==> config.mk <==
export PLATFORM = sky130hd
export DESIGN_NAME = sensor_command_enable_ctrl
export DESIGN_NICKNAME = d
export VERILOG_FILES = /design/src/design/sensor_cmd_pkg.sv /design/src/design/sensor_command_enable_ctrl.sv /design/src/design/serial_target.sv
export VERILOG_INCLUDE_DIRS = /design/src /design/src/design
export SDC_FILE = /design/constraint.sdc
export NUM_CORES = 1
export LEC_CHECK = 0
export ABC_AREA = 1
export BUFFER_PORTS_ARGS = -buffer_cell sky130_fd_sc_hd__buf_2
export CAP_MARGIN = 20
export CORE_MARGIN = 1
export CORE_UTILIZATION = 55
export CTS_CLUSTER_DIAMETER = 80
export DETAILED_ROUTE_END_ITERATION = 10
export HOLD_SLACK_MARGIN = 0.08
export PLACE_DENSITY_LB_ADDON = 0.05
export SLEW_MARGIN = 20
export SYNTH_ARGS = -nofsm -noshare
export SYNTH_HDL_FRONTEND = slang
export SYNTH_SLANG_ARGS = --single-unit
==> constraint.sdc <==
create_clock -name clk -period 2.9 [get_ports clk]
set_input_delay 0.29 -clock clk [delete_from_list [all_inputs] [get_ports clk]]
set_output_delay 0.29 -clock clk [all_outputs]
set_load 0.01 [all_outputs]
==> src/design/sensor_cmd_consts.svh <==
// constants for the sensor command and enable controller
`ifndef SENSOR_CMD_CONSTS_SVH
`define SENSOR_CMD_CONSTS_SVH

// ----------------------------------------
// register offsets
// ----------------------------------------
`define OFS_FUNCTION_ENABLE   5'h00
`define OFS_LIGHT_INTEG_TIME  5'h01

// ----------------------------------------
// reset values
// ----------------------------------------
`define RST_FUNCTION_ENABLE   8'h00
`define RST_LIGHT_INTEG_TIME  8'hff

// ----------------------------------------
// command byte fields
// ----------------------------------------
`define CMD_SELECT_BIT        7
`define CMD_TYPE_HI           6
`define CMD_TYPE_LO           5
`define CMD_ADDR_HI           4

// ----------------------------------------
// special function codes
// ----------------------------------------
`define SF_NO_ACTION          5'h00
`define SF_CLEAR_PROX         5'h05
`define SF_CLEAR_LIGHT        5'h06
`define SF_CLEAR_BOTH         5'h07

// ----------------------------------------
// function enable bit positions
// ----------------------------------------
`define EN_SLEEP_AFTER_IRQ    6
`define EN_PROX_IRQ_MASK      5
`define EN_LIGHT_IRQ_MASK     4
`define EN_WAIT_TIMER         3
`define EN_PROX_FUNCTION      2
`define EN_LIGHT_CONVERTER    1
`define EN_OSCILLATOR         0

// ----------------------------------------
// timing and counts
// ----------------------------------------
`define CLK_PERIOD_NS         4
`define STEP_TIME_NS          2730000
`define STEP_COUNT_LIMIT      1024
`define RESULT_SATURATE       65535
`define TOTAL_STEP_BASE       256

`endif

==> src/design/sensor_cmd_pkg.sv <==
// types shared by the sensor command and enable controller
package sensor_cmd_pkg;

  // ----------------------------------------
  // transaction types from the command byte
  // ----------------------------------------
  typedef enum logic [1:0] {
    XFER_REPEAT  = 2'h0,
    XFER_AUTOINC = 2'h1,
    XFER_RESV    = 2'h2,
    XFER_SPECIAL = 2'h3
  } xfer_type_t;

  // ----------------------------------------
  // serial target states
  // ----------------------------------------
  typedef enum logic [2:0] {
    SER_IDLE,
    SER_ADDR,
    SER_ACK,
    SER_WRBYTE,
    SER_RDBYTE,
    SER_RDACK
  } ser_state_t;

endpackage : sensor_cmd_pkg

==> src/design/sensor_command_enable_ctrl.sv <==
// command decoder, enable register and light integration timing
//
// What this block does
// - type 00 keeps the same register selected.
// - type 01 advances pointer after each byte.
// - type 11 makes low field special code.
// - codes clear proximity, light, or both interrupts.
// - interrupt clear acts once, stores nothing.
// - sleep-after-interrupt powers down after interrupt cycle.
// - proximity interrupts only while its mask set.
// - light interrupts only while its mask set.
// - enable bit 3 runs the wait timer.
// - enable bit 2 runs proximity function.
// - enable bit 1 runs light converter.
// - bit 0 runs oscillator; others need it.
// - integration is 256 minus value steps.
// - integration time resets to 0xff.
`timescale 1ns/1ps
`include "sensor_cmd_consts.svh"
module sensor_command_enable_ctrl
  import sensor_cmd_pkg::*;
#(
  parameter logic [6:0] TARGET_ADDR = 7'h2a,  // arbitrary bus address
  parameter int         STEP_CYCLES = `STEP_TIME_NS / `CLK_PERIOD_NS
) (
  // clock and reset
  input  wire logic        clk,
  input  wire logic        rst_n,
  // serial port pins
  input  wire logic        sclIn,
  input  wire logic        sdaIn,
  output logic             sdaOe_n,
  // analog side events, same clock
  input  wire logic [10:0] lightStepCounts,
  input  wire logic        lightOutOfRange,
  input  wire logic        proxCycleDone,
  input  wire logic        proxOutOfRange,
  // function controls
  output logic             oscillatorOn,
  output logic             lightConverterOn,
  output logic             proxFunctionOn,
  output logic             waitTimerOn,
  // results and interrupts
  output logic             lightCycleDone,
  output logic [15:0]      lightResult,
  output logic             proxIrqPending,
  output logic             lightIrqPending,
  output logic             irqActive
);

  // ----------------------------------------
  // serial target
  // ----------------------------------------
  logic       byteValid;   // one written byte arrived
  logic       byteFirst;   // it is the command byte
  logic [7:0] byteData;
  logic       readLoad;    // target took readData
  logic [7:0] readData;

  serial_target #(
    .TARGET_ADDR (TARGET_ADDR)
  ) u_serial (
    .clk       (clk),
    .rst_n     (rst_n),
    .sclIn     (sclIn),
    .sdaIn     (sdaIn),
    .sdaOe_n   (sdaOe_n),
    .byteValid (byteValid),
    .byteFirst (byteFirst),
    .byteData  (byteData),
    .readLoad  (readLoad),
    .readData  (readData)
  );

  // ----------------------------------------
  // register state
  // ----------------------------------------
  logic [7:0]  enable_reg, enable_next;        // function enable
  logic [7:0]  integ_reg, integ_next;          // light integration time
  logic [4:0]  pointer_reg, pointer_next;      // selected register
  xfer_type_t  xfer_reg, xfer_next;            // access mode
  logic        proxPend_reg, proxPend_next;    // pending interrupts
  logic        lightPend_reg, lightPend_next;
  logic        irq_reg, irq_next;
  logic [3:0]  gated_reg, gated_next;          // outputs gated by oscillator
  logic        clearProx, clearLight;          // special function this cycle
  logic        cycleEnd;                       // a light or prox cycle ended
  logic        lightIrqSet, proxIrqSet;
  logic        lightCycleDone_next_w;

  // read mux: registers outside this block read as zero
  always_comb begin
    unique case (pointer_reg)
      `OFS_FUNCTION_ENABLE:  readData = enable_reg;
      `OFS_LIGHT_INTEG_TIME: readData = integ_reg;
      default:               readData = 8'h00;
    endcase
  end

  // ----------------------------------------
  // command decode and register writes
  // ----------------------------------------
  always_comb begin
    enable_next = enable_reg;
    integ_next  = integ_reg;
    pointer_next = pointer_reg;
    xfer_next   = xfer_reg;
    clearProx   = 1'b0;
    clearLight  = 1'b0;
    if (byteValid && byteFirst) begin
      // host marks command bytes with the select bit
      if (byteData[`CMD_SELECT_BIT]) begin
        if (xfer_type_t'(byteData[`CMD_TYPE_HI:`CMD_TYPE_LO]) == XFER_SPECIAL) begin
          // low field is a function code, pointer untouched
          unique case (byteData[`CMD_ADDR_HI:0])
            `SF_CLEAR_PROX:  clearProx = 1'b1;
            `SF_CLEAR_LIGHT: clearLight = 1'b1;
            `SF_CLEAR_BOTH: begin
              clearProx  = 1'b1;
              clearLight = 1'b1;
            end
            default: ;  // no action, reserved codes also ignored
          endcase
        end else begin
          pointer_next = byteData[`CMD_ADDR_HI:0];
          xfer_next    = xfer_type_t'(byteData[`CMD_TYPE_HI:`CMD_TYPE_LO]);
        end
      end
    end else if (byteValid) begin
      unique case (pointer_reg)
        `OFS_FUNCTION_ENABLE:  enable_next = byteData;
        `OFS_LIGHT_INTEG_TIME: integ_next  = byteData;
        default: ;
      endcase
    end
    // data bytes advance only in auto-increment mode
    if (((byteValid && !byteFirst) || readLoad) && xfer_reg == XFER_AUTOINC) begin
      pointer_next = pointer_reg + 5'h01;
    end
    // sleep after interrupt drops the oscillator bit
    if (cycleEnd && enable_reg[`EN_SLEEP_AFTER_IRQ] &&
        (lightIrqSet || proxIrqSet || lightPend_reg || proxPend_reg)) begin
      enable_next[`EN_OSCILLATOR] = 1'b0;
    end
  end

  // ----------------------------------------
  // interrupt flags: set wins over clear
  // ----------------------------------------
  always_comb begin
    lightIrqSet    = lightCycleDone_next_w & lightOutOfRange & enable_reg[`EN_LIGHT_IRQ_MASK];
    proxIrqSet     = proxCycleDone & proxOutOfRange & enable_reg[`EN_PROX_IRQ_MASK];
    cycleEnd       = lightCycleDone_next_w | proxCycleDone;
    // clear is a one-shot strobe, nothing stored
    proxPend_next  = (proxPend_reg & ~clearProx) | proxIrqSet;
    lightPend_next = (lightPend_reg & ~clearLight) | lightIrqSet;
    irq_next       = proxPend_next | lightPend_next;
    // nothing runs without the oscillator
    gated_next[0]  = enable_next[`EN_OSCILLATOR];
    gated_next[1]  = enable_next[`EN_OSCILLATOR] & enable_next[`EN_LIGHT_CONVERTER];
    gated_next[2]  = enable_next[`EN_OSCILLATOR] & enable_next[`EN_PROX_FUNCTION];
    gated_next[3]  = enable_next[`EN_OSCILLATOR] & enable_next[`EN_WAIT_TIMER];
  end

  // ----------------------------------------
  // light integration timing
  // ----------------------------------------
  logic [19:0] prescale_reg, prescale_next;    // cycles within one step
  logic [8:0]  steps_reg, steps_next;          // steps done this cycle
  logic [16:0] accum_reg, accum_next;          // running count
  logic [15:0] result_reg, result_next;
  logic        done_reg;
  logic [8:0]  stepTotal;
  logic [10:0] stepCounts;
  logic [17:0] sum;

  assign stepTotal = 9'(`TOTAL_STEP_BASE) - {1'b0, integ_reg};

  always_comb begin
    prescale_next         = prescale_reg;
    steps_next            = steps_reg;
    accum_next            = accum_reg;
    result_next           = result_reg;
    lightCycleDone_next_w = 1'b0;
    // one step never yields more than the per-step limit
    stepCounts = (lightStepCounts > 11'(`STEP_COUNT_LIMIT)) ? 11'(`STEP_COUNT_LIMIT) : lightStepCounts;
    sum        = {1'b0, accum_reg} + {7'h00, stepCounts};
    if (!gated_reg[1]) begin
      prescale_next = 20'h00000;
      steps_next    = 9'h000;
      accum_next    = 17'h00000;
    end else if (prescale_reg == 20'(STEP_CYCLES - 1)) begin
      prescale_next = 20'h00000;
      accum_next    = (sum > 18'(`RESULT_SATURATE)) ? 17'(`RESULT_SATURATE) : sum[16:0];
      if (steps_reg + 9'h001 >= stepTotal) begin
        // last step: publish and restart the next cycle
        lightCycleDone_next_w = 1'b1;
        result_next = (sum > 18'(`RESULT_SATURATE)) ? 16'(`RESULT_SATURATE) : sum[15:0];
        steps_next  = 9'h000;
        accum_next  = 17'h00000;
      end else begin
        steps_next = steps_reg + 9'h001;
      end
    end else begin
      prescale_next = prescale_reg + 20'h00001;
    end
  end

  // ----------------------------------------
  // registers
  // ----------------------------------------
  always_ff @(posedge clk or negedge rst_n) begin
    if (!rst_n) begin
      enable_reg    <= `RST_FUNCTION_ENABLE;
      integ_reg     <= `RST_LIGHT_INTEG_TIME;
      pointer_reg   <= 5'h00;
      xfer_reg      <= XFER_REPEAT;
      proxPend_reg  <= 1'b0;
      lightPend_reg <= 1'b0;
      irq_reg       <= 1'b0;
      gated_reg     <= 4'h0;
      prescale_reg  <= 20'h00000;
      steps_reg     <= 9'h000;
      accum_reg     <= 17'h00000;
      result_reg    <= 16'h0000;
      done_reg      <= 1'b0;
    end else begin
      enable_reg    <= enable_next;
      integ_reg     <= integ_next;
      pointer_reg   <= pointer_next;
      xfer_reg      <= xfer_next;
      proxPend_reg  <= proxPend_next;
      lightPend_reg <= lightPend_next;
      irq_reg       <= irq_next;
      gated_reg     <= gated_next;
      prescale_reg  <= prescale_next;
      steps_reg     <= steps_next;
      accum_reg     <= accum_next;
      result_reg    <= result_next;
      done_reg      <= lightCycleDone_next_w;
    end
  end

  // outputs straight from flops
  assign oscillatorOn     = gated_reg[0];
  assign lightConverterOn = gated_reg[1];
  assign proxFunctionOn   = gated_reg[2];
  assign waitTimerOn      = gated_reg[3];
  assign lightCycleDone   = done_reg;
  assign lightResult      = result_reg;
  assign proxIrqPending   = proxPend_reg;
  assign lightIrqPending  = lightPend_reg;
  assign irqActive        = irq_reg;

endmodule : sensor_command_enable_ctrl

==> src/design/serial_target.sv <==
// two-wire serial target: sampled clock, byte receive and transmit
`timescale 1ns/1ps
module serial_target
  import sensor_cmd_pkg::*;
#(
  parameter logic [6:0] TARGET_ADDR = 7'h2a  // arbitrary bus address
) (
  // clock and reset
  input  wire logic       clk,
  input  wire logic       rst_n,
  // serial pins
  input  wire logic       sclIn,
  input  wire logic       sdaIn,
  output logic            sdaOe_n,
  // byte side
  output logic            byteValid,
  output logic            byteFirst,
  output logic [7:0]      byteData,
  output logic            readLoad,
  input  wire logic [7:0] readData
);

  // ----------------------------------------
  // state
  // ----------------------------------------
  ser_state_t  state_reg, state_next;         // transfer phase
  logic [2:0]  sclSync_reg, sclSync_next;     // two sync stages plus history
  logic [2:0]  sdaSync_reg, sdaSync_next;
  logic [7:0]  shift_reg, shift_next;         // in or out byte
  logic [2:0]  bitCnt_reg, bitCnt_next;
  logic        gotByte_reg, gotByte_next;     // eight bits seen
  logic        isRead_reg, isRead_next;
  logic        first_reg, first_next;         // next write byte is the command
  logic        oeN_reg, oeN_next;             // low while pulling sda down
  logic        valid_reg, valid_next;
  logic        load_reg, load_next;
  logic        sclNow, sclOld, sdaNow, sdaOld;
  logic        rise, fall, startSeen, stopSeen;

  // stage 0 feeds only stage 1; edges use stages 1 and 2
  assign sclNow    = sclSync_reg[1];
  assign sclOld    = sclSync_reg[2];
  assign sdaNow    = sdaSync_reg[1];
  assign sdaOld    = sdaSync_reg[2];
  assign rise      = sclNow & ~sclOld;
  assign fall      = ~sclNow & sclOld;
  assign startSeen = sclNow & sclOld & sdaOld & ~sdaNow;
  assign stopSeen  = sclNow & sclOld & ~sdaOld & sdaNow;

  assign sdaOe_n   = oeN_reg;
  assign byteValid = valid_reg;
  assign byteFirst = first_reg;
  assign byteData  = shift_reg;
  assign readLoad  = load_reg;

  // ----------------------------------------
  // next-state logic
  // ----------------------------------------
  always_comb begin
    state_next   = state_reg;
    sclSync_next = {sclSync_reg[1:0], sclIn};
    sdaSync_next = {sdaSync_reg[1:0], sdaIn};
    shift_next   = shift_reg;
    bitCnt_next  = bitCnt_reg;
    gotByte_next = gotByte_reg;
    isRead_next  = isRead_reg;
    first_next   = first_reg;
    oeN_next     = oeN_reg;
    valid_next   = 1'b0;
    load_next    = 1'b0;
    if (startSeen) begin
      // repeated start restarts addressing, pointer kept by the controller
      state_next   = SER_ADDR;
      bitCnt_next  = 3'h0;
      gotByte_next = 1'b0;
      oeN_next     = 1'b1;
    end else if (stopSeen) begin
      state_next = SER_IDLE;
      oeN_next   = 1'b1;
    end else begin
      unique case (state_reg)
        SER_IDLE: begin
          oeN_next = 1'b1;
        end
        SER_ADDR, SER_WRBYTE: begin
          if (rise) begin
            shift_next   = {shift_reg[6:0], sdaNow};
            bitCnt_next  = bitCnt_reg + 3'h1;
            gotByte_next = (bitCnt_reg == 3'h7);
          end else if (fall && gotByte_reg) begin
            gotByte_next = 1'b0;
            if (state_reg == SER_WRBYTE) begin
              valid_next = 1'b1;
              oeN_next   = 1'b0;  // acknowledge every written byte
              state_next = SER_ACK;
            end else if (shift_reg[7:1] == TARGET_ADDR) begin
              isRead_next = shift_reg[0];
              first_next  = ~shift_reg[0];
              oeN_next    = 1'b0;
              state_next  = SER_ACK;
            end else begin
              state_next = SER_IDLE;  // not ours: stay off the bus
            end
          end
        end
        SER_ACK: begin
          if (valid_reg) begin
            first_next = 1'b0;
          end
          if (fall) begin
            bitCnt_next = 3'h0;
            if (isRead_reg) begin
              // readData is valid now; in auto-increment mode the controller advances pointer after
              load_next  = 1'b1;
              shift_next = {readData[6:0], 1'b0};
              oeN_next   = readData[7];
              state_next = SER_RDBYTE;
            end else begin
              oeN_next   = 1'b1;
              state_next = SER_WRBYTE;
            end
          end
        end
        SER_RDBYTE: begin
          if (rise) begin
            bitCnt_next  = bitCnt_reg + 3'h1;
            gotByte_next = (bitCnt_reg == 3'h7);
          end else if (fall) begin
            if (gotByte_reg) begin
              gotByte_next = 1'b0;
              oeN_next     = 1'b1;  // release for the controller's ack
              state_next   = SER_RDACK;
            end else begin
              oeN_next   = shift_reg[7];
              shift_next = {shift_reg[6:0], 1'b0};
            end
          end
        end
        SER_RDACK: begin
          if (rise) begin
            // a high level here is a not-acknowledge: stop sending
            state_next = sdaNow ? SER_IDLE : SER_ACK;
          end
        end
      endcase
    end
  end

  // ----------------------------------------
  // registers
  // ----------------------------------------
  always_ff @(posedge clk or negedge rst_n) begin
    if (!rst_n) begin
      state_reg   <= SER_IDLE;
      sclSync_reg <= 3'h7;
      sdaSync_reg <= 3'h7;
      shift_reg   <= 8'h00;
      bitCnt_reg  <= 3'h0;
      gotByte_reg <= 1'b0;
      isRead_reg  <= 1'b0;
      first_reg   <= 1'b0;
      oeN_reg     <= 1'b1;
      valid_reg   <= 1'b0;
      load_reg    <= 1'b0;
    end else begin
      state_reg   <= state_next;
      sclSync_reg <= sclSync_next;
      sdaSync_reg <= sdaSync_next;
      shift_reg   <= shift_next;
      bitCnt_reg  <= bitCnt_next;
      gotByte_reg <= gotByte_next;
      isRead_reg  <= isRead_next;
      first_reg   <= first_next;
      oeN_reg     <= oeN_next;
      valid_reg   <= valid_next;
      load_reg    <= load_next;
    end
  end

endmodule : serial_target

==> results of run 1 <==
worst max path at each step:
stage | depth (start not counted) | end
final | 19 | accum_reg[2]
after global routing | 18 | steps_reg[1]
after CTS | 18 | steps_reg[2]
after detailed placement | 19 | accum_reg[12]
after global placement | 19 | lightResult[7]
after floorplan | 19 | lightResult[3]
critical path: stages (launching register included):
cell	delay, ns
dfrtp_1	0.38
ha_2	0.20
nand2_1	0.06
nor2_2	0.15
nand3_2	0.11
nor2_2	0.13
nand2_2	0.07
xor2_2	0.17
inv_1	0.09
ha_4	0.22
nand2_2	0.08
inv_2	0.04
a21oi_2	0.12
nand4_1	0.10
buf_6	0.15
nor3_4	0.20
buf_6	0.15
clkbuf_16	0.14
nand2_1	0.05
nand2_1	0.06
what timing repair did:
| item | 4_1_cts | 5_1_grt |
|---|---|---|
| hold buffers | 3 | 0 |
| endpoints found under the hold margin | 45 | 0 |
| setup endpoints to repair | 0 | 47 |
| buffers inserted | 0 | 3 |
| gates resized for setup | 0 | 23 |
cell usage after synthesis (6+ instances only):
| master | instances | area [sq um] |
|---|---|---|
| o221ai_1 | 8 | 70.07 |
| nand4_1 | 22 | 137.6 |
| ha_1 | 31 | 387.9 |
| nor3_1 | 10 | 50.05 |
| a21oi_1 | 28 | 140.1 |
| dfstp_2 | 15 | 394.1 |
| dfrtp_1 | 103 | 2577 |
| inv_1 | 128 | 480.5 |
| xor2_1 | 28 | 245.2 |
| nand2_1 | 288 | 1081 |
| o21ai_0 | 53 | 265.3 |
| nor2_1 | 89 | 334.1 |
| nand3_1 | 50 | 250.2 |
| nand2_2 | 6 | 37.54 |
layer usage:
layer	share of wire, %	up-vias	track usage, %
li1	-	3122	-
met1	47	2821	35.03
met2	48	119	42.14
met3	4.2	22	7.433
met4	1.3	0	8.052
met5	0	-	0
through the flow:
step           cell area [sq um]  hold WS [ns]
2_1_floorplan               6989     -0.005591
3_3_place_gp                7522        0.3418
3_5_place_dp                7522        0.3459
4_1_cts                     8152        0.2529
5_1_grt                     8302        0.2910
6_report                    8302        0.2633
power groups by stage:
stage / Sequential (uW) / Clock, uW / Combinational [uW]
CTS: 1760 / 2180 / 304
finish: 1760 / 2150 / 300
global placement: 1790 / 0 / 295
floorplan: 1770 / 0 / 202
detailed placement: 1780 / 0 / 299
global route: 1760 / 2260 / 345
kinds of logic after synthesis:
kind of cell,share of synthesized area [%]
and+or+nand+nor,29.20
DFF,42.52
buffers and inverters,8.915
xor gates and xnor gates,4.010
adders and majority gates,5.836
AOI/OAI and AO/OA,9.524
area by class of cell:
| cell class | count | area share, % |
|---|---|---|
| multi-input cells | 659 | 41.64 |
| flip-flops and latches | 118 | 35.80 |
| repair buffers | 74 | 6.752 |
| inverters | 134 | 6.059 |
| clock buffers | 20 | 5.381 |
| well taps | 168 | 2.532 |
| clock inverters | 12 | 1.839 |
==> results by group, run 1 <==
Layout
  • Antenna fix cells: 0
  • FF/Latch Area: around 0.003 sq mm
  • Area Growth Syn to Fin: 18.78%
  • Multi-input logic area: 0.003457 sq mm
  • Most frequent cells in the layout: nand2_1, inv_1, dfrtp_1, nor2_1, o21ai_0
  • NumNets Final: between 1000 and 1500
  • Number of fill cells: 1091
  • Core Util, Final: between 60% and 70%
  • Commonest non-fill, non-tap cell in the layout: nand2_1
  • Finished Layout Cells: ~1200
  • Max reg flops: 20
  • Layout cells sized above 1: 15.34%

Critical path
  • Crit path launch: steps_reg[1]
  • Worst EP arrival: 3.12 ns
  • Reg2reg end: accum_reg[2]
  • CP Class: reg -> reg
  • Worst reg-to-reg setup slack: approximately 0.14 ns
  • Reg-to-Reg Start: steps_reg[1]
  • R2R depth: 19
  • Largest fanout on the critical path: 5
  • CP endpoint kind: flip-flop
  • Required @ worst endpoint: 3.26 ns
  • Startpoint Class: flip-flop

Power
  • Power Total: 4211 uW
  • Leakage power: 0.004114 uW
  • Power share of the clock group: 51.1%
  • Peak VDD IR: ~510 uV
  • Net Sw Frac: roughly a quarter
  • Power Internal: 3176 uW
  • P per Cell Area: 507.2 mW/mm^2
  • Reg power frac: a little over two fifths
  • Net Sw Power: 1035 uW
  • Gate power share: 7.1%

Timing
  • Tcrit/Tclk final: 95.10%
  • Slew HR: 52.38%
  • Total negative slack: 0 ns
  • Worst Max-Slew Pin Slew: 0.7120 ns
  • F_max: 362.6 MHz
  • Final hold vios: 0
  • Final worst slack: 0.1420 ns
  • Fin crit period: 2.758 ns
  • # setup viols final: 0
  • Worst Skew: ~0.009 ns
  • Slew Viols, Final: 0

Routing
  • Vias: between 6000 and 7000
  • Vias per std cell: 5.134
  • DRC violations left: 0
  • DR iter-0 viols: 386
  • Avg WL per Cell: 13.66 microns
  • WL final: between 15000 and 20000 microns
  • ANT nets after route: 0
  • 1st-pass router iterations: 4

Logic synthesis
  • Syn Nets: 976
  • Synth Flop Type: dfrtp_1
  • Seq/Total Area, Yosys: 42.52%
  • Count of cell types in the netlist: 45
  • Syn Inst Count: 926
  • Fraction of registers with async set or reset after synthesis: 100.0%
  • Syn avg cell area: 7.548 sq um
  • Cell area after synthesis: 0.006989 sq mm
  • Synth Warn #: 0
  • Post-synth EDFFs: 0
  • #FFs+latches synth: 118

Place
  • Setup slack at placement: -0.001308 ns
  • IO buf count: 42
  • DP Wirelength: 11410 microns
  • GP Congestion: 0.8827
  • DP Cell Count: 1145

Worst hold path
  • HP Class: in -> reg
  • Hold path start: proxOutOfRange
  • Hold EP: proxIrqPending
  • Hold Path Cell Cnt: 5

Clock tree
  • CTS tree: yes
  • Clock Latency Late Sink: 0.43 ns
  • H-tree depth: 4
  • Clock Sinks: 118
  • CTS root buffer: clkbuf_16
  • TritonCTS buffer count: 17
  • Max clock buf depth: 2
  • Clk slew on worst S/H paths: 0.06 ns

Flow run
  • Number of max-cap violations: 0

Global routing
  • Number of global-route vias before repair: 5720
  • First-pass GRT wire length: 26870 microns
  • Largest net degree at the start of global routing: between 50 and 60
  • Antenna violations before repair: 0
  • GRT overflow: 0
  • GRT Total Usage: a little over a quarter

Floorplan
  • Core Rows: 40
  • Die Ht: roughly 110 microns
  • Chip width: ~110 microns
  • Io pins: 43
  • Initial Utilization: roughly 57%
  • Die area: 0.01316 sq mm
  • Total core area: 0.01221 sq mm

Outcome
  • Status: finished, final reports clean
Power figures use the tool's default switching activity.
==> run 2: changes to the inputs <==
--- a/config.mk
+++ b/config.mk
@@ -6,11 +6,10 @@
 export SDC_FILE = /design/constraint.sdc
 export NUM_CORES = 1
 export LEC_CHECK = 0
-export ABC_AREA = 1
 export BUFFER_PORTS_ARGS = -buffer_cell sky130_fd_sc_hd__buf_2
 export CAP_MARGIN = 20
 export CORE_MARGIN = 1
-export CORE_UTILIZATION = 55
+export CORE_UTILIZATION = 60
 export CTS_CLUSTER_DIAMETER = 80
 export DETAILED_ROUTE_END_ITERATION = 10
 export HOLD_SLACK_MARGIN = 0.08
==> run 2 against run 1 <==
The run now ends with setup timing left; synthesized cell count down 25%; hold slack worse by 0.11 ns; count of clock-buffer cells in the layout up 7; sequential share of layout area down 0.39 points; sequential cell count unchanged; largest power group unchanged; highest routed layer unchanged.
==> results by group, run 2 <==
Outcome
  • Status: finished, violations left (was finished, final reports clean)
  • Failing checks: setup timing

Floorplan
  • Die Ht: 107.9 microns (was 114.7 microns)
  • Total core area: 0.01089 sq mm (was 0.01221 sq mm)
  • Initial Utilization: 61.82% (was 57.23%)
  • Io pins: 43 (unchanged)
  • Chip width: 107.9 microns (was 114.7 microns)
  • Core Rows: 38 (was 40)
  • Die area: 0.01165 sq mm (was 0.01316 sq mm)

Timing
  • Total negative slack: -0.2782 ns (was 0 ns)
  • Slew HR: 27.73% (was 52.38%)
  • # setup viols final: 14 (was 0)
  • RSZ-0062 raised after global routing: yes
  • F_max: 340.1 MHz (was 362.6 MHz)
  • Final worst slack: -0.04074 ns (was 0.1420 ns)
  • Worst Skew: 0.008377 ns (was 0.008891 ns)
  • Tcrit/Tclk final: 101.4% (was 95.10%)
  • Fin crit period: 2.941 ns (was 2.758 ns)
  • Slew Viols, Final: 0 (unchanged)
  • Worst Max-Slew Pin Slew: 1.080 ns (was 0.7120 ns)
  • Final hold vios: 0 (unchanged)

Global routing
  • First-pass GRT wire length: 26720 microns (was 26870 microns)
  • GRT overflow: 0 (unchanged)
  • GRT Total Usage: 29.71% (was 26.37%)
  • Number of global-route vias before repair: 5573 (was 5720)
  • Largest net degree at the start of global routing: 64 (was 52)
  • Antenna violations before repair: 0 (unchanged)

Critical path
  • Largest fanout on the critical path: 6 (was 5)
  • Worst reg-to-reg setup slack: -0.04 ns (was 0.14 ns)
  • R2R depth: 13 (was 19)
  • Worst stage delay on the critical path: 0.37 ns (was 0.38 ns)
  • Reg-to-Reg Start: integ_reg[0] (was steps_reg[1])
  • Worst EP arrival: 3.39 ns (was 3.12 ns)
  • Required @ worst endpoint: 3.35 ns (was 3.26 ns)
  • CP endpoint kind: flip-flop (unchanged)
  • Startpoint Class: flip-flop (unchanged)
  • Reg2reg end: lightResult[2] (was accum_reg[2])
  • CP cell instances: inv_2 -> ha_4 -> nand2_2 -> or3_4 -> or3_4 -> ha_4 -> nand4_1 -> o31ai_2 -> and3_4 -> buf_8 -> clkbuf_16 -> nor2_4 -> a31oi_1 (was ha_2 -> nand2_1 -> nor2_2 -> nand3_2 -> nor2_2 -> nand2_2 -> xor2_2 -> inv_1 -> ha_4 -> nand2_2 -> inv_2 -> a21oi_2 -> nand4_1 -> buf_6 -> nor3_4 -> buf_6 -> clkbuf_16 -> nand2_1 -> nand2_1)
  • CP Class: reg -> reg (unchanged)
  • Slowest cell on crit path: dfstp_2 (was dfrtp_1)

Logic synthesis
  • Synth Flop Type: dfrtp_1 (unchanged)
  • Synth top area share: 38.29% (was 36.88%)
  • Synth cell count leaders: dfrtp_1, nor2_1, nand2_1 (was nand2_1, inv_1, dfrtp_1)
  • Syn avg cell area: 9.658 sq um (was 7.548 sq um)
  • #FFs+latches synth: 118 (unchanged)
  • Synth Warn #: 0 (unchanged)
  • Syn Inst Count: 697 (was 926)
  • Synth top area cells: dfrtp_1, dfstp_2, ha_1 (was dfrtp_1, nand2_1, inv_1)
  • Fraction of registers with async set or reset after synthesis: 100.0% (unchanged)
  • Syn Nets: 747 (was 976)
  • Post-synth EDFFs: 0 (unchanged)
  • Cell area after synthesis: 0.006731 sq mm (was 0.006989 sq mm)
  • Most frequent cell after synthesis: dfrtp_1 (was nand2_1)
  • Seq/Total Area, Yosys: 44.14% (was 42.52%)
  • Yosys top cell by area: dfrtp_1 (unchanged)
  • Count of cell types in the netlist: 69 (was 45)

Clock tree
  • CTS root buffer: clkbuf_8 (was clkbuf_16)
  • CTS tree: yes (unchanged)
  • Clock Sinks: 118 (unchanged)
  • H-tree depth: 4 (unchanged)
  • Clock Latency Late Sink: 0.53 ns (was 0.43 ns)
  • Clk slew on worst S/H paths: 0.06 ns (about the same)
  • TritonCTS buffer count: 17 (unchanged)
  • Max clock buf depth: 2 (unchanged)

Routing
  • ANT nets after route: 0 (unchanged)
  • Vias: 5792 (was 6084)
  • Vias per std cell: 6.116 (was 5.134)
  • Avg WL per Cell: 18.12 microns (was 13.66 microns)
  • DR iter-0 viols: 302 (was 386)
  • DRC violations left: 0 (unchanged)
  • WL final: 17160 microns (was 16190 microns)
  • 1st-pass router iterations: 5 (was 4)

Place
  • GP Congestion: 0.8946 (was 0.8827)
  • Setup slack at placement: -0.2318 ns (was -0.001308 ns)
  • DP Wirelength: 11140 microns (was 11410 microns)
  • IO buf count: 42 (unchanged)

Power
  • Peak VDD IR: 397.7 uV (was 512.2 uV)
  • Leakage power: 0.003594 uW (was 0.004114 uW)
  • P per Cell Area: 464.1 mW/mm^2 (was 507.2 mW/mm^2)

Flow run
  • Number of max-cap violations: 0 (unchanged)

Layout
  • Antenna fix cells: 0 (unchanged)
  • NumNets Final: 844 (was 1054)
  • Commonest non-fill, non-tap cell in the layout: dfrtp_1 (was nand2_1)
  • Most frequent cells in the layout: dfrtp_1, nand2_1, nor2_1, buf_2, buf_4 (was nand2_1, inv_1, dfrtp_1, nor2_1, o21ai_0)
  • Layout cells sized above 1: 26.39% (was 15.34%)
  • Max reg flops: 20 (unchanged)
  • Area Growth Syn to Fin: 24.70% (was 18.78%)

Worst hold path
  • HP Class: in -> async (was in -> reg)
[run 2: cell count changes after synthesis, moves of 15 or more]
cell	previous run	this run
nand2_1	288	64
inv_1	128	24
nand3_1	50	21
nor2b_1	0	22
mux2_2	0	19
a31oi_1	1	18
o21ai_0	53	36
a22oi_1	0	15
nor2_1	89	74
xnor2_1	4	19
[run 2: worst max-delay path by stage]
stage | start | endpoint | slack (ns) | depth (start not counted)
after floorplan | integ_reg[0] | irqActive | 0.03 | 13
after global placement | integ_reg[0] | lightResult[7] | -0.11 | 12
after detailed placement | lightStepCounts[10] | lightResult[9] | -0.23 | 11
after CTS | integ_reg[0] | accum_reg[5] | -0.03 | 14
after global routing | integ_reg[0] | lightResult[2] | -0.23 | 15
final | integ_reg[0] | lightResult[2] | -0.04 | 13
[run 2: per-layer routing]
| metal | track usage, % | routed length (microns) |
|---|---|---|
| met5 | 0 | 0 |
| met4 | 11.15 | 511 |
| met3 | 6.598 | 730 |
| met2 | 50.64 | 8742 |
| met1 | 36.88 | 7176 |
[run 2: timing repair]
action                     in CTS  in global routing
hold buffers                    6                  0
hold endpoints to repair      107                  0
setup buffers                   1                  2
pin swaps                       6                 18
gates cloned                    1                  5
setup endpoints to repair      34                 44
gates resized for setup        20                 55
[run 2: through the flow]
| step | std cells | util [%] | hold WS [ns] | power [uW] | cell area (sq um) |
|---|---|---|---|---|---|
| floorplan | 697 | - | -0.005591 | 1895 | 6750 |
| global placement | 900 | 67.77 | 0.1477 | 1991 | 7378 |
| detailed placement | 900 | 67.77 | 0.1598 | 2003 | 7378 |
| CTS | 940 | 74.12 | 0.1485 | 3910 | 8070 |
| global route | 947 | 77.10 | 0.1475 | 4029 | 8394 |
| finish | 947 | 77.10 | 0.1520 | 3896 | 8394 |
[run 2: cell families (layout without fill, tap and decap cells)]
kind of cell / Yosys count / count (layout) / share of synthesized area [%]
buf+inv: 47 / 157 / 3.234
compound gates: 177 / 177 / 17.88
fa+ha+maj: 32 / 32 / 6.059
mux: 22 / 22 / 3.625
simple gates: 257 / 257 / 19.33
xor+xnor: 44 / 44 / 5.725
flops: 118 / 118 / 44.14
[run 2: layout make-up]
cell class	count	area, sq um
multi-input combinational	532	3827
sequential	118	2972
fill	718	2494
timing repair buffer	101	798.3
clock buffer	27	481.7
tap	140	175.2
inverter	24	90.09
clock inverter	5	50.05
[run 2: where the power goes]
| group | total, uW | internal [uW] | switching, uW |
|---|---|---|---|
| Clock | 1910 | 1200 | 710 |
| Combinational | 233 | 95.8 | 138 |
| Sequential | 1750 | 1690 | 66.5 |
[run 2: critical path: cells and delay by family (launching register included)]
| family | cells | cell delay [ns] |
|---|---|---|
| compound gates | 2 | 0.47 |
| fa+ha+maj | 2 | 0.42 |
| buf+inv | 3 | 0.39 |
| flops | 1 | 0.37 |
| simple gates | 6 | 1.19 |
==> run 3: changes to the inputs <==
--- a/config.mk
+++ b/config.mk
@@ -6,6 +6,7 @@
 export SDC_FILE = /design/constraint.sdc
 export NUM_CORES = 1
 export LEC_CHECK = 0
+export ABC_AREA = 1
 export BUFFER_PORTS_ARGS = -buffer_cell sky130_fd_sc_hd__buf_2
 export CAP_MARGIN = 20
 export CORE_MARGIN = 1
==> run 3 against run 2 <==
The run now ends clean; first-iteration DRC count rose by 83%; global-route usage barely moved; register-to-register slack improved by 0.10 ns; via count rose by 10%; largest cell class unchanged; highest routed layer unchanged.
==> results by group, run 3 (synthesis results as in run 1) <==
Power
  • Power Internal: 3361 uW (was 2982 uW)
  • Gate power share: 7.3% (was 6.0%)
  • Peak VDD IR: 722.6 uV (was 397.7 uV)
  • Power share of the clock group: 52.3% (was 49.0%)
  • Net Sw Power: 991.7 uW (was 913.8 uW)
  • Net Sw Frac: 22.78% (was 23.45%)
  • P per Cell Area: 516.8 mW/mm^2 (was 464.1 mW/mm^2)
  • Reg power frac: 40.4% (was 45.0%)
  • Leakage power: 0.004199 uW (was 0.003594 uW)

Routing
  • Vias: 6392 (was 5792)
  • Vias per std cell: 5.468 (was 6.116)
  • DRC violations left: 0 (unchanged)
  • DR iter-0 viols: 552 (was 302)
  • 1st-pass router iterations: 5 (unchanged)
  • WL final: 17170 microns (was 17160 microns)
  • Avg WL per Cell: 14.69 microns (was 18.12 microns)
  • ANT nets after route: 0 (unchanged)

Floorplan
  • Initial Utilization: 61.47% (was 61.82%)
  • Core Rows: 39 (was 38)
  • Total core area: 0.01137 sq mm (was 0.01089 sq mm)
  • Die area: 0.01208 sq mm (was 0.01165 sq mm)
  • Chip width: 109.9 microns (was 107.9 microns)
  • Die Ht: 109.9 microns (was 107.9 microns)
  • Io pins: 43 (unchanged)

Clock tree
  • Clk slew on worst S/H paths: 0.05 ns (was 0.06 ns)
  • Clock Latency Late Sink: 0.43 ns (was 0.53 ns)
  • Clock Sinks: 118 (unchanged)
  • CTS tree: yes (unchanged)
  • TritonCTS buffer count: 17 (unchanged)
  • CTS root buffer: clkbuf_16 (was clkbuf_8)
  • Max clock buf depth: 2 (unchanged)
  • H-tree depth: 4 (unchanged)

Timing
  • Worst Max-Slew Pin Slew: 0.7102 ns (was 1.080 ns)
  • RSZ-0062 raised after global routing: yes (unchanged)
  • F_max: 352.5 MHz (was 340.1 MHz)
  • Slew Viols, Final: 0 (unchanged)
  • # setup viols final: 0 (was 14)
  • Total negative slack: 0 ns (was -0.2782 ns)
  • Final worst slack: 0.06285 ns (was -0.04074 ns)
  • Slew HR: 52.45% (was 27.73%)
  • Tcrit/Tclk final: 97.83% (was 101.4%)
  • Worst Skew: 0.007733 ns (was 0.008377 ns)
  • Fin crit period: 2.837 ns (was 2.941 ns)
  • Final hold vios: 0 (unchanged)

Global routing
  • Number of global-route vias before repair: 6001 (was 5573)
  • Antenna violations before repair: 0 (unchanged)
  • Largest net degree at the start of global routing: 51 (was 64)
  • GRT Total Usage: 29.70% (was 29.71%)
  • GRT overflow: 0 (unchanged)
  • First-pass GRT wire length: 27200 microns (was 26720 microns)

Worst hold path
  • HP Class: in -> reg (was in -> async)

Critical path
  • CP cell instances: ha_2 -> nand2_2 -> nor2_4 -> nand3_2 -> nor2_2 -> nand2_2 -> xor2_2 -> inv_1 -> ha_4 -> nand2_2 -> nor2_1 -> nand3_1 -> nand4_1 -> buf_4 -> nor3_4 -> buf_6 -> clkbuf_16 -> a22o_1 (was inv_2 -> ha_4 -> nand2_2 -> or3_4 -> or3_4 -> ha_4 -> nand4_1 -> o31ai_2 -> and3_4 -> buf_8 -> clkbuf_16 -> nor2_4 -> a31oi_1)
  • Required @ worst endpoint: 3.21 ns (was 3.35 ns)
  • Startpoint Class: flip-flop (unchanged)
  • Worst EP arrival: 3.15 ns (was 3.39 ns)
  • Largest fanout on the critical path: 5 (was 6)
  • CP endpoint kind: flip-flop (unchanged)
  • Critical Path Most Common Cell: nand2_2
  • Slowest cell on crit path: dfrtp_1 (was dfstp_2)
  • Worst stage delay on the critical path: 0.35 ns (was 0.37 ns)
  • CP Class: reg -> reg (unchanged)

Layout
  • Commonest non-fill, non-tap cell in the layout: nand2_1 (was dfrtp_1)
  • NumNets Final: 1063 (was 844)
  • Most frequent cells in the layout: nand2_1, inv_1, dfrtp_1, nor2_1, o21ai_0 (was dfrtp_1, nand2_1, nor2_1, buf_2, buf_4)
  • Antenna fix cells: 0 (unchanged)
  • Finished Layout Cells: 1169 (was 947)
  • Max reg flops: 20 (unchanged)
  • Area Growth Syn to Fin: 20.50% (was 24.70%)
  • Number of fill cells: 882 (was 718)
  • Layout cells sized above 1: 16.76% (was 26.39%)
  • Final Instance Area: 0.008422 sq mm (was 0.008394 sq mm)

Place
  • DP Cell Count: 1127 (was 900)
  • IO buf count: 42 (unchanged)
  • Placed inst area: 0.007531 sq mm (was 0.007378 sq mm)
  • DP Wirelength: 11750 microns (was 11140 microns)
  • GP Congestion: 0.8775 (was 0.8946)
  • Setup slack at placement: -0.07535 ns (was -0.2318 ns)

Flow run
  • Number of max-cap violations: 0 (unchanged)

Outcome
  • Status: finished, final reports clean (was finished, violations left)
run 3: changes by cell type in the layout (fill, tap and decap cells not counted), sizes merged, moves of 19 or more:
cell / previous run / this run
nand2: 64 / 294
inv: 24 / 131
nand3: 21 / 52
nor2b: 22 / 0
o21ai: 37 / 58
mux2: 19 / 0
run 3: per-stage QoR:
step	util [%]	hold slack (ns)	total power [uW]
floorplan	-	-0.005591	1973
global placement	66.24	0.3086	2083
detailed placement	66.24	0.3031	2091
CTS	72.18	0.2666	4371
global route	74.07	0.2961	4498
finish	74.07	0.2674	4353
run 3: power by group through the flow:
| stage | clock network (uW) | registers, uW | logic [uW] |
|---|---|---|---|
| 2_1_floorplan | 0 | 1770 | 202 |
| 3_3_place_gp | 0 | 1780 | 299 |
| 3_5_place_dp | 0 | 1780 | 306 |
| 4_1_cts | 2300 | 1760 | 316 |
| 5_1_grt | 2370 | 1760 | 359 |
| 6_report | 2280 | 1760 | 318 |
run 3: worst paths after layout:
kind / cells past startpoint / from / slack [ns] / to
min in group asynchronous: 2 / rst_n / 0.40 / prescale_reg[10]
setup / recovery: 18 / steps_reg[0] / 0.06 / steps_reg[1]
hold reg to reg: 0 / u_serial.sdaSync_reg[0] / 0.35 / u_serial.sdaSync_reg[1]
setup reg to reg: 18 / steps_reg[0] / 0.06 / steps_reg[1]
hold / removal: 5 / proxOutOfRange / 0.27 / proxIrqPending
max in group asynchronous: 3 / rst_n / 1.67 / prescale_reg[9]
run 3: critical path, delay by kind of cell (launching register included):
| family | cells | cell delay (ns) |
|---|---|---|
| compound gates | 1 | 0.17 |
| xor+xnor | 1 | 0.19 |
| fa+ha+maj | 2 | 0.47 |
| buf+inv | 4 | 0.53 |
| flops | 1 | 0.35 |
| simple gates | 10 | 0.99 |
run 3: layout make-up:
cell class	instances	area (sq um)	share of cell area, %
clock buffers	25	505.5	6.002
clock inverters	7	140.1	1.664
inverters	134	503.0	5.972
multi-input cells	659	3518	41.78
flip-flops and latches	118	2972	35.28
well taps	143	178.9	2.125
repair buffers	83	604.3	7.176
run 3: timing repair:
action	CTS	global route
endpoints found under the setup margin	0	43
setup buffers	0	5
hold endpoints to repair	36	0
resized for setup	0	31
hold buffers	3	0
run 3: layer usage:
metal | part of all wire (%) | vias up | global-route usage [%]
met5 | 0 | - | 0
met4 | 2.3 | 0 | 15.05
met2 | 48 | 193 | 47.59
li1 | - | 3151 | -
met1 | 44 | 3011 | 36.80
met3 | 5.2 | 37 | 8.062
